**src/tcpbg_pkg.sv**
```systemverilog
package tcpbg_pkg;
    // ************************************************************
    // Register indexes (byte address is four times the index)
    // ************************************************************
    localparam logic [7:0] IDX_CONTROL   = 8'h88;
    localparam logic [7:0] IDX_MODE      = 8'h89;
    localparam logic [7:0] IDX_T0LOW     = 8'h8a;
    localparam logic [7:0] IDX_T1LOW     = 8'h8b;
    localparam logic [7:0] IDX_T0HIGH    = 8'h8c;
    localparam logic [7:0] IDX_T1HIGH    = 8'h8d;
    localparam logic [7:0] IDX_T2CTRL    = 8'hc8;
    localparam logic [7:0] IDX_T2RELLOW  = 8'hca;
    localparam logic [7:0] IDX_T2RELHIGH = 8'hcb;
    localparam logic [7:0] IDX_T2LOW     = 8'hcc;
    localparam logic [7:0] IDX_T2HIGH    = 8'hcd;
    localparam logic [7:0] IDX_IRQSTAT   = 8'hd0;
    localparam logic [7:0] IDX_IRQMASK   = 8'hd1;
    localparam logic [7:0] IDX_CLKCFG    = 8'hd2;
    // ************************************************************
    // Field positions
    // ************************************************************
    localparam int MODE_GATE0  = 3;
    localparam int MODE_CT0    = 2;
    localparam int MODE_MLO0   = 0;
    localparam int MODE_GATE1  = 7;
    localparam int MODE_CT1    = 6;
    localparam int MODE_MLO1   = 4;
    localparam int CTRL_RUN0   = 4;
    localparam int CTRL_OVF0   = 5;
    localparam int CTRL_RUN1   = 6;
    localparam int CTRL_OVF1   = 7;
    localparam int T2_RUN      = 2;
    localparam int T2_EXTEN    = 3;
    localparam int T2_TXSEL    = 4;
    localparam int T2_RXSEL    = 5;
    localparam int T2_EXTFLAG  = 6;
    localparam int T2_OVF      = 7;
    localparam int CFG_SIXT    = 0;
    // Interrupt status bits
    localparam int IRQ_OVF0    = 0;
    localparam int IRQ_OVF1    = 1;
    localparam int IRQ_EXTEDGE = 2;
    localparam int IRQ_BAUD    = 3;
    // ************************************************************
    // Reset values and timing counts
    // ************************************************************
    localparam logic [7:0] RESET_BYTE   = 8'h00;
    localparam logic [2:0] TICK_DIV     = 3'h6;
    localparam logic [1:0] MODE_13BIT   = 2'h0;
    localparam logic [1:0] MODE_16BIT   = 2'h1;
    localparam logic [1:0] MODE_RELOAD8 = 2'h2;
    localparam logic [1:0] MODE_HALT    = 2'h3;
endpackage : tcpbg_pkg

```
**src/tcpbg_counter.sv**
```systemverilog
`timescale 1ns/1ps
module tcpbg_counter (
    input  wire logic       clk_sys,
    input  wire logic       reset,
    input  wire logic       clkEn,
    input  wire logic       tick,
    input  wire logic       countSel,
    input  wire logic       pinSync,
    input  wire logic       runBit,
    input  wire logic       gateCtl,
    input  wire logic       gatePin,
    input  wire logic [1:0] modeField,
    input  wire logic       haltMode3,
    input  wire logic       wrLow,
    input  wire logic       wrHigh,
    input  wire logic [7:0] wrData,
    output logic      [7:0] countLow,
    output logic      [7:0] countHigh,
    output logic            overflow
);
    typedef struct packed {
        logic [7:0] low;
        logic [7:0] high;
        logic       pinPrev;
        logic       ovf;
    } tcpbg_cnt_s;
    tcpbg_cnt_s state_reg;
    tcpbg_cnt_s state_next;
    logic       advance;
    logic       incr;
    logic [12:0] c13;
    logic [15:0] c16;

    always_comb begin
        state_next = state_reg;
        state_next.ovf = 1'b0;
        incr = 1'b0;
        c13 = {state_reg.high, state_reg.low[4:0]};
        c16 = {state_reg.high, state_reg.low};
        advance = runBit && (!gateCtl || gatePin);
        if (tick) begin
            state_next.pinPrev = pinSync;
            incr = countSel ? (state_reg.pinPrev && !pinSync) : 1'b1;
        end
        if (advance && incr && !(haltMode3 && modeField == tcpbg_pkg::MODE_HALT)) begin
            case (modeField)
                tcpbg_pkg::MODE_13BIT: begin
                    c13 = c13 + 13'h0001;
                    state_next.high = c13[12:5];
                    state_next.low = {state_reg.low[7:5], c13[4:0]};
                    state_next.ovf = (c13 == 13'h0000);
                end
                tcpbg_pkg::MODE_16BIT: begin
                    c16 = c16 + 16'h0001;
                    state_next.high = c16[15:8];
                    state_next.low = c16[7:0];
                    state_next.ovf = (c16 == 16'h0000);
                end
                tcpbg_pkg::MODE_RELOAD8: begin
                    if (state_reg.low == 8'hff) begin
                        state_next.low = state_reg.high;
                        state_next.ovf = 1'b1;
                    end else begin
                        state_next.low = state_reg.low + 8'h01;
                    end
                end
                default: begin
                end
            endcase
        end
        if (wrLow) begin
            state_next.low = wrData;
        end
        if (wrHigh) begin
            state_next.high = wrData;
        end
    end

    always_ff @(posedge clk_sys or posedge reset) begin
        if (reset) begin
            state_reg <= '0;
        end else if (clkEn) begin
            state_reg <= state_next;
        end
    end

    assign countLow  = state_reg.low;
    assign countHigh = state_reg.high;
    assign overflow  = state_reg.ovf;
endmodule : tcpbg_counter

```
**src/tcpbg_timers.sv**
```systemverilog
`timescale 1ns/1ps
// How it works
// - Two counters, each a high and low byte forming sixteen bits
// - Mode bit 2 selects counter 0 source, bit 6 counter 1
// - Select 0 counts internal ticks, 1 counts count pin falling edges
// - Timer ticks at one sixth of the peripheral clock
// - Pin sampled once per machine cycle; high then low counts
// - Counts only when run set and gate off or gate pin high
// - Mode field: 13-bit, 16-bit, 8-bit reload, counter 1 halt
// - Mode 0 uses high byte and five low bits of low byte
// - Mode 0 wrap sets overflow flag and may interrupt
// - Peripheral clock is half oscillator in 12T, full in 6T
// - Third timer becomes baud generator when either clock select set
// - Baud mode: 16-bit auto-reload, rollover gives shift clock and baud status bit, no overflow flag
// - Baud mode with edge enable: capture pin fall sets external flag
// - Transmit and receive clock sources chosen independently
module tcpbg_timers (
    input  wire logic        clk_sys,
    input  wire logic        reset,
    input  wire logic        clkEn,
    input  wire logic        psel,
    input  wire logic        penable,
    input  wire logic        pwrite,
    input  wire logic [11:0] paddr,
    input  wire logic [31:0] pwdata,
    output logic             pready,
    output logic      [31:0] prdata,
    output logic             pslverr,
    input  wire logic        countPin0,
    input  wire logic        countPin1,
    input  wire logic        gatePin0,
    input  wire logic        gatePin1,
    input  wire logic        capturePin,
    output logic             txShiftClk,
    output logic             rxShiftClk,
    output logic             irq
);
    typedef struct packed {
        logic [2:0]  pinSync1;
        logic [2:0]  pinSync2;
        logic [1:0]  gateSync1;
        logic [1:0]  gateSync2;
        logic        halfPhase;
        logic [2:0]  divCnt;
        logic [7:0]  modeSel;
        logic [7:0]  ctrl;
        logic [7:0]  t2ctrl;
        logic [15:0] t2count;
        logic [15:0] t2reload;
        logic        capPrev;
        logic        sixT;
        logic [3:0]  irqStat;
        logic [3:0]  irqMask;
        logic        t1Ovf;
        logic        txClk;
        logic        rxClk;
        logic [31:0] rdata;
    } tcpbg_top_s;
    tcpbg_top_s st_reg;
    tcpbg_top_s st_next;

    logic        access;
    logic        wrEn;
    logic        rdEn;
    logic [7:0]  idx;
    logic        mapped;
    logic        periphEn;
    logic        tick;
    logic [7:0]  low0;
    logic [7:0]  high0;
    logic [7:0]  low1;
    logic [7:0]  high1;
    logic        ovf0;
    logic        ovf1;
    logic        baudMode;
    logic        t2roll;
    logic        capFall;
    logic [7:0]  rd;
    logic [7:0]  ctrlView;

    assign access = psel && penable;
    assign idx    = paddr[9:2];
    assign wrEn   = access && pwrite && clkEn;
    assign rdEn   = access && !pwrite && clkEn;

    // ************************************************************
    // Peripheral clock and timer tick
    // ************************************************************
    // half rate unless six-clock mode
    assign periphEn = st_reg.sixT || st_reg.halfPhase;
    assign tick = periphEn && (st_reg.divCnt == tcpbg_pkg::TICK_DIV - 3'h1);

    // ************************************************************
    // Counters 0 and 1
    // ************************************************************
    // two counter instances
    tcpbg_counter u_cnt0 (
        .clk_sys   (clk_sys),
        .reset     (reset),
        .clkEn     (clkEn),
        .tick      (tick),
        .countSel  (st_reg.modeSel[tcpbg_pkg::MODE_CT0]),
        .pinSync   (st_reg.pinSync2[0]),
        .runBit    (st_reg.ctrl[tcpbg_pkg::CTRL_RUN0]),
        .gateCtl   (st_reg.modeSel[tcpbg_pkg::MODE_GATE0]),
        .gatePin   (st_reg.gateSync2[0]),
        .modeField (st_reg.modeSel[tcpbg_pkg::MODE_MLO0 +: 2]),
        .haltMode3 (1'b0),
        .wrLow     (wrEn && idx == tcpbg_pkg::IDX_T0LOW),
        .wrHigh    (wrEn && idx == tcpbg_pkg::IDX_T0HIGH),
        .wrData    (pwdata[7:0]),
        .countLow  (low0),
        .countHigh (high0),
        .overflow  (ovf0)
    );
    tcpbg_counter u_cnt1 (
        .clk_sys   (clk_sys),
        .reset     (reset),
        .clkEn     (clkEn),
        .tick      (tick),
        .countSel  (st_reg.modeSel[tcpbg_pkg::MODE_CT1]),
        .pinSync   (st_reg.pinSync2[1]),
        .runBit    (st_reg.ctrl[tcpbg_pkg::CTRL_RUN1]),
        .gateCtl   (st_reg.modeSel[tcpbg_pkg::MODE_GATE1]),
        .gatePin   (st_reg.gateSync2[1]),
        .modeField (st_reg.modeSel[tcpbg_pkg::MODE_MLO1 +: 2]),
        .haltMode3 (1'b1),
        .wrLow     (wrEn && idx == tcpbg_pkg::IDX_T1LOW),
        .wrHigh    (wrEn && idx == tcpbg_pkg::IDX_T1HIGH),
        .wrData    (pwdata[7:0]),
        .countLow  (low1),
        .countHigh (high1),
        .overflow  (ovf1)
    );

    // ************************************************************
    // Third timer in baud generator mode
    // ************************************************************
    // either select enters baud mode
    assign baudMode = st_reg.t2ctrl[tcpbg_pkg::T2_TXSEL] || st_reg.t2ctrl[tcpbg_pkg::T2_RXSEL];
    // Counts peripheral clocks, not the divided tick, as baud timers do
    assign t2roll = baudMode && st_reg.t2ctrl[tcpbg_pkg::T2_RUN] && periphEn
                    && st_reg.t2count == 16'hffff;
    // Edge seen on the second sync stage only
    assign capFall = st_reg.capPrev && !st_reg.pinSync2[2];

    assign ctrlView = st_reg.ctrl;

    always_comb begin
        st_next = st_reg;
        st_next.pinSync1  = {capturePin, countPin1, countPin0};
        st_next.pinSync2  = st_reg.pinSync1;
        st_next.gateSync1 = {gatePin1, gatePin0};
        st_next.gateSync2 = st_reg.gateSync1;
        st_next.capPrev   = st_reg.pinSync2[2];
        st_next.halfPhase = !st_reg.halfPhase;
        st_next.t1Ovf     = ovf1;
        st_next.txClk     = 1'b0;
        st_next.rxClk     = 1'b0;
        if (periphEn) begin
            st_next.divCnt = tick ? 3'h0 : st_reg.divCnt + 3'h1;
        end
        if (baudMode && st_reg.t2ctrl[tcpbg_pkg::T2_RUN] && periphEn) begin
            st_next.t2count = t2roll ? st_reg.t2reload : st_reg.t2count + 16'h0001;
        end
        st_next.txClk = st_reg.t2ctrl[tcpbg_pkg::T2_TXSEL] ? t2roll : st_reg.t1Ovf;
        st_next.rxClk = st_reg.t2ctrl[tcpbg_pkg::T2_RXSEL] ? t2roll : st_reg.t1Ovf;
        // Register writes come first so hardware sets win below
        if (wrEn) begin
            case (idx)
                tcpbg_pkg::IDX_MODE:      st_next.modeSel = pwdata[7:0];
                tcpbg_pkg::IDX_CONTROL:   st_next.ctrl = pwdata[7:0];
                tcpbg_pkg::IDX_T2CTRL:    st_next.t2ctrl = pwdata[7:0];
                tcpbg_pkg::IDX_T2RELLOW:  st_next.t2reload[7:0] = pwdata[7:0];
                tcpbg_pkg::IDX_T2RELHIGH: st_next.t2reload[15:8] = pwdata[7:0];
                tcpbg_pkg::IDX_T2LOW:     st_next.t2count[7:0] = pwdata[7:0];
                tcpbg_pkg::IDX_T2HIGH:    st_next.t2count[15:8] = pwdata[7:0];
                tcpbg_pkg::IDX_IRQMASK:   st_next.irqMask = pwdata[3:0];
                tcpbg_pkg::IDX_CLKCFG:    st_next.sixT = pwdata[tcpbg_pkg::CFG_SIXT];
                default: begin
                end
            endcase
        end
        // Read clears only the bits it reported; a later event still lands
        if (rdEn && idx == tcpbg_pkg::IDX_IRQSTAT) begin
            st_next.irqStat = st_reg.irqStat & ~st_reg.rdata[3:0];
        end
        if (ovf0) begin
            st_next.ctrl[tcpbg_pkg::CTRL_OVF0] = 1'b1;
            st_next.irqStat[tcpbg_pkg::IRQ_OVF0] = 1'b1;
        end
        if (ovf1) begin
            st_next.ctrl[tcpbg_pkg::CTRL_OVF1] = 1'b1;
            st_next.irqStat[tcpbg_pkg::IRQ_OVF1] = 1'b1;
        end
        if (baudMode && st_reg.t2ctrl[tcpbg_pkg::T2_EXTEN] && capFall) begin
            st_next.t2ctrl[tcpbg_pkg::T2_EXTFLAG] = 1'b1;
            st_next.irqStat[tcpbg_pkg::IRQ_EXTEDGE] = 1'b1;
        end
        if (t2roll) begin
            st_next.irqStat[tcpbg_pkg::IRQ_BAUD] = 1'b1;
        end
        case (idx)
            tcpbg_pkg::IDX_MODE:      rd = st_reg.modeSel;
            tcpbg_pkg::IDX_CONTROL:   rd = ctrlView;
            tcpbg_pkg::IDX_T0LOW:     rd = low0;
            tcpbg_pkg::IDX_T0HIGH:    rd = high0;
            tcpbg_pkg::IDX_T1LOW:     rd = low1;
            tcpbg_pkg::IDX_T1HIGH:    rd = high1;
            tcpbg_pkg::IDX_T2CTRL:    rd = st_reg.t2ctrl;
            tcpbg_pkg::IDX_T2RELLOW:  rd = st_reg.t2reload[7:0];
            tcpbg_pkg::IDX_T2RELHIGH: rd = st_reg.t2reload[15:8];
            tcpbg_pkg::IDX_T2LOW:     rd = st_reg.t2count[7:0];
            tcpbg_pkg::IDX_T2HIGH:    rd = st_reg.t2count[15:8];
            tcpbg_pkg::IDX_IRQSTAT:   rd = {4'h0, st_reg.irqStat};
            tcpbg_pkg::IDX_IRQMASK:   rd = {4'h0, st_reg.irqMask};
            tcpbg_pkg::IDX_CLKCFG:    rd = {7'h00, st_reg.sixT};
            default:                  rd = 8'h00;
        endcase
        if (psel && !penable) begin
            st_next.rdata = {24'h000000, rd};
        end
    end

    always_comb begin
        case (idx)
            tcpbg_pkg::IDX_MODE, tcpbg_pkg::IDX_CONTROL, tcpbg_pkg::IDX_T0LOW,
            tcpbg_pkg::IDX_T0HIGH, tcpbg_pkg::IDX_T1LOW, tcpbg_pkg::IDX_T1HIGH,
            tcpbg_pkg::IDX_T2CTRL, tcpbg_pkg::IDX_T2RELLOW, tcpbg_pkg::IDX_T2RELHIGH,
            tcpbg_pkg::IDX_T2LOW, tcpbg_pkg::IDX_T2HIGH, tcpbg_pkg::IDX_IRQSTAT,
            tcpbg_pkg::IDX_IRQMASK, tcpbg_pkg::IDX_CLKCFG: mapped = 1'b1;
            default: mapped = 1'b0;
        endcase
    end

    always_ff @(posedge clk_sys or posedge reset) begin
        if (reset) begin
            st_reg <= '0;
        end else if (clkEn) begin
            st_reg <= st_next;
        end
    end

    // ************************************************************
    // Bus answer and outputs
    // ************************************************************
    // Zero wait: read data is latched in the setup cycle
    assign pready     = clkEn;
    assign prdata     = st_reg.rdata;
    assign pslverr    = access && !mapped;
    assign txShiftClk = st_reg.txClk;
    assign rxShiftClk = st_reg.rxClk;
    assign irq        = |(st_reg.irqStat & st_reg.irqMask);
endmodule : tcpbg_timers

```
**config.mk**
```make
export PLATFORM = sky130hd
export DESIGN_NAME = tcpbg_timers
export DESIGN_NICKNAME = d
export VERILOG_FILES = /design/src/tcpbg_pkg.sv /design/src/tcpbg_counter.sv /design/src/tcpbg_timers.sv
export SDC_FILE = /design/constraint.sdc
export NUM_CORES = 1
export LEC_CHECK = 0
export ABC_AREA = 1
export BUFFER_PORTS_ARGS = -buffer_cell sky130_fd_sc_hd__buf_4
export CAP_MARGIN = 10
export CORE_MARGIN = 2
export CORE_UTILIZATION = 60
export CTS_CLUSTER_DIAMETER = 150
export DETAILED_ROUTE_END_ITERATION = 12
export PLACE_DENSITY = 0.8
export SYNTH_ARGS = -nofsm -noshare
export SYNTH_HDL_FRONTEND = slang
export SYNTH_HIERARCHICAL = 1
export SYNTH_SLANG_ARGS = --single-unit
```
**constraint.sdc**
```tcl
create_clock -name clk_sys -period 5.5 [get_ports clk_sys]
set_input_delay 0.55 -clock clk_sys [delete_from_list [all_inputs] [get_ports clk_sys]]
set_output_delay 0.55 -clock clk_sys [all_outputs]
set_load 0.05 [all_outputs]
```
==> flow_metrics.env <==
export IMPL_areaGrowthSynthToFinish_pct=5.32
export IMPL_coreArea_sq_mm=0.0164
export IMPL_netlist_top_cells_count="448 x nand2_1, 143 x nand3_1, 141 x inv_1, 129 x nor2_1, 127 x dfrtp_1"
export IMPL_cp_required_ns=5.84
export IMPL_post_cts_resized=0
export IMPL_yosysWarnings=6
export IMPL_die_x_microns=133
export IMPL_switching_share_pct=31.3
export IMPL_start_util_pct=60.7
export IMPL_nNetsFinal=1538
export IMPL_largest_reg_flops=67
export IMPL_setup_viol=0
export IMPL_synth_ff_type="dfrtp_1"
export IMPL_path_clk_slew_ns=0.06
export IMPL_port_buffers=39
export IMPL_h_tree_depth=4
export IMPL_antenna_cells=0
export IMPL_drt_first_pass_iters=6
export IMPL_irDropWorstVdd_mv=0.228
export IMPL_dpl_hpwl_microns=21700
export IMPL_leakage_uw=0.00519
export IMPL_cp_max_fo=36
export IMPL_yosysSeqAreaShare_pct=31.9
export IMPL_maxCapViolations=0
export IMPL_pwr_share_seq_pct=42.7
export IMPL_holdWs_ns=0.218
export IMPL_yosys_area_top_type="dfrtp_1"
export IMPL_startpoint_type="primary input"
export IMPL_outcome="completed"
export IMPL_cts_buffers=17
export IMPL_hold_buffers=0
export IMPL_overflow=0
export IMPL_drive_gt1_share_pct=11.4
export IMPL_grt_max_degree=54
export IMPL_rows=47
export IMPL_ys_async_sr_fraction_pct=100
export IMPL_critPathCaptureType="register"
export IMPL_slew_headroom_pct=17.8
export IMPL_grt_use_total_pct=33.7
export IMPL_rsz0062_at_grt="false"
export IMPL_gp_congestion=0.979
export IMPL_internal_power_uw=1720
export IMPL_grt_pass1_wl_microns=46700
export IMPL_clock_sinks=127
export IMPL_drtAntennaViolNets=0
export IMPL_p_switching_uw=783
export IMPL_postCtsSetupBuffers=0
export IMPL_yosys_area_top_type_share_pct=31.9
export IMPL_finalCritPeriodShare_pct=60.2
export IMPL_chipHeight_microns=133
export IMPL_ios=92
export IMPL_tns_ns=0
export IMPL_nFillCells=1528
export IMPL_initialDrtViolationCount=1225
export IMPL_synth_most_common_cell="nand2_1"
export IMPL_r2r_cells=8
export IMPL_clk_latency_ns=0.43
export IMPL_clock_path_buffers=2
export IMPL_dieArea_sq_mm=0.0176
export IMPL_clock_root_buffer="clkbuf_16"
export IMPL_routed_wl_microns=29200
export IMPL_syn_cell_area_sq_mm=0.00996
export IMPL_p_clk_share_pct=43.1
export IMPL_critical_path_class="primary input to register"
export IMPL_synth_edf_count=0
export IMPL_synth_seq_cells=127
export IMPL_p_per_area_mw_per_mm2=239
export IMPL_drc_errors=0
export IMPL_synthTopCellsByArea="dfrtp_1 32%, nand2_1 17%, nand3_1 7.2%"
export IMPL_grt_pass1_vias=8882
export IMPL_tightestPinTransition_ns=1.23
export IMPL_crit_arrival_ns=3.65
export IMPL_antenna_found_initial=0
export IMPL_vias=9923
export IMPL_min_path_type="primary input to asynchronous set/reset pin"
export IMPL_final_max_slew_viol_count=0
export IMPL_p_comb_share_pct=14.2
export IMPL_post_drt_wl_per_cell_microns=17.2
export IMPL_via_per_inst=5.84
export IMPL_syn_inst=1487
export IMPL_max_freq_ghz=0.302
export IMPL_synth_cell_types=44
export IMPL_fin_skew_ns=0.00758
export IMPL_period_minus_slack_ns=3.31
export IMPL_cts_tree="done"
export IMPL_final_hold_viol_count=0
export IMPL_syn_avg_cell_area_sq_um=6.70
==> power groups by stage <==
| stage | combinational (uW) | clock (uW) | sequential, uW |
|---|---|---|---|
| after detailed placement | 352 | 0 | 1080 |
| after global placement | 341 | 0 | 1080 |
| after global routing | 398 | 1130 | 1070 |
| final | 356 | 1080 | 1070 |
| after CTS | 353 | 1090 | 1070 |
| after floorplan | 282 | 0 | 1060 |
==> cell type report <==
type	instances	area, sq um	share of cell area, %
multi-input combinational	1116	5530	52.7
sequential	127	3180	30.3
inverter	161	617	5.88
clock buffer	17	425	4.06
timing repair buffer	43	323	3.08
tap	220	275	2.62
clock inverter	15	138	1.31
==> worst paths after layout <==
kind / startpoint / endpoint / slack (ns)
max: paddr[8] / u_cnt0/countLow[3] / 2.19
min: reset / st_next[109] / 0.22
max reg2reg: st_reg[43] / st_reg[68] / 2.87
min reg2reg: st_reg[104] / st_reg[104] / 0.47
max in group asynchronous: reset / prdata[6] / 4.16
min in group clk_sys: capturePin / st_next[111] / 0.33
==> critical path, cell delays in order <==
cell      delay (ns)
buf_4           0.11
inv_1           0.05
nand2_1         0.08
nor2_4          0.58
nand2_2         0.21
nor3_1          0.71
inv_1           0.38
a21oi_1         0.28
o21ai_0         0.25
inv_1           0.22
o221ai_1        0.14
o21ai_0         0.09
==> cell usage in the layout, fill, tap and decap left out, types with 8 or more instances in the layout <==
| master | instances |
|---|---|
| nand2_4 | 8 |
| nand2_1 | 448 |
| o21ai_1 | 53 |
| inv_2 | 15 |
| xor2_1 | 23 |
| o211ai_1 | 19 |
| conb_1 | 26 |
| buf_4 | 43 |
| o21ai_0 | 68 |
| nor2_2 | 11 |
| nor2_1 | 129 |
| nor3_1 | 11 |
| clkbuf_16 | 17 |
| dfrtp_1 | 127 |
| a21oi_1 | 27 |
| ha_1 | 17 |
| nand3_1 | 143 |
| inv_1 | 140 |
| nand4_1 | 28 |
| nand2_2 | 26 |
| a31oi_1 | 24 |
| nor2_4 | 17 |
==> per-layer routing <==
metal  up-vias  routed length [microns]  share of wire (%)  track usage, %
met4         0                     1200                4.1            13.5
met2       555                    12700                 44            51.2
li1       4707                        -                  -               -
met1      4571                    12400                 43            47.8
met5         -                        0                  0               0
met3        90                     2830                9.7            6.17
==> metrics by stage <==
step                setup WS (ns)  power (uW)  instance area [sq um]  utilization (%)  std cells
CTS                          2.37        2510                  10500             63.9       1699
finish                       2.19        2510                  10500             63.9       1699
detailed placement           1.96        1430                   9920             60.5       1667
global placement             2.04        1420                   9920             60.5       1667
global route                 1.95        2600                  10500             63.9       1699
floorplan                    2.59        1340                  10000                -       1511
==> kinds of logic after synthesis <==
kind of cell    count (synthesis)  synth area share, %
compound gates                214                 12.5
xor+xnor                       23                 2.02
fa+ha+maj                      17                 2.14
buf+inv                       268                 13.4
flops                         127                 31.9
other cells                     2               0.0754
simple gates                  836                 38.0
No activity file was read; power rests on OpenSTA's default activity.
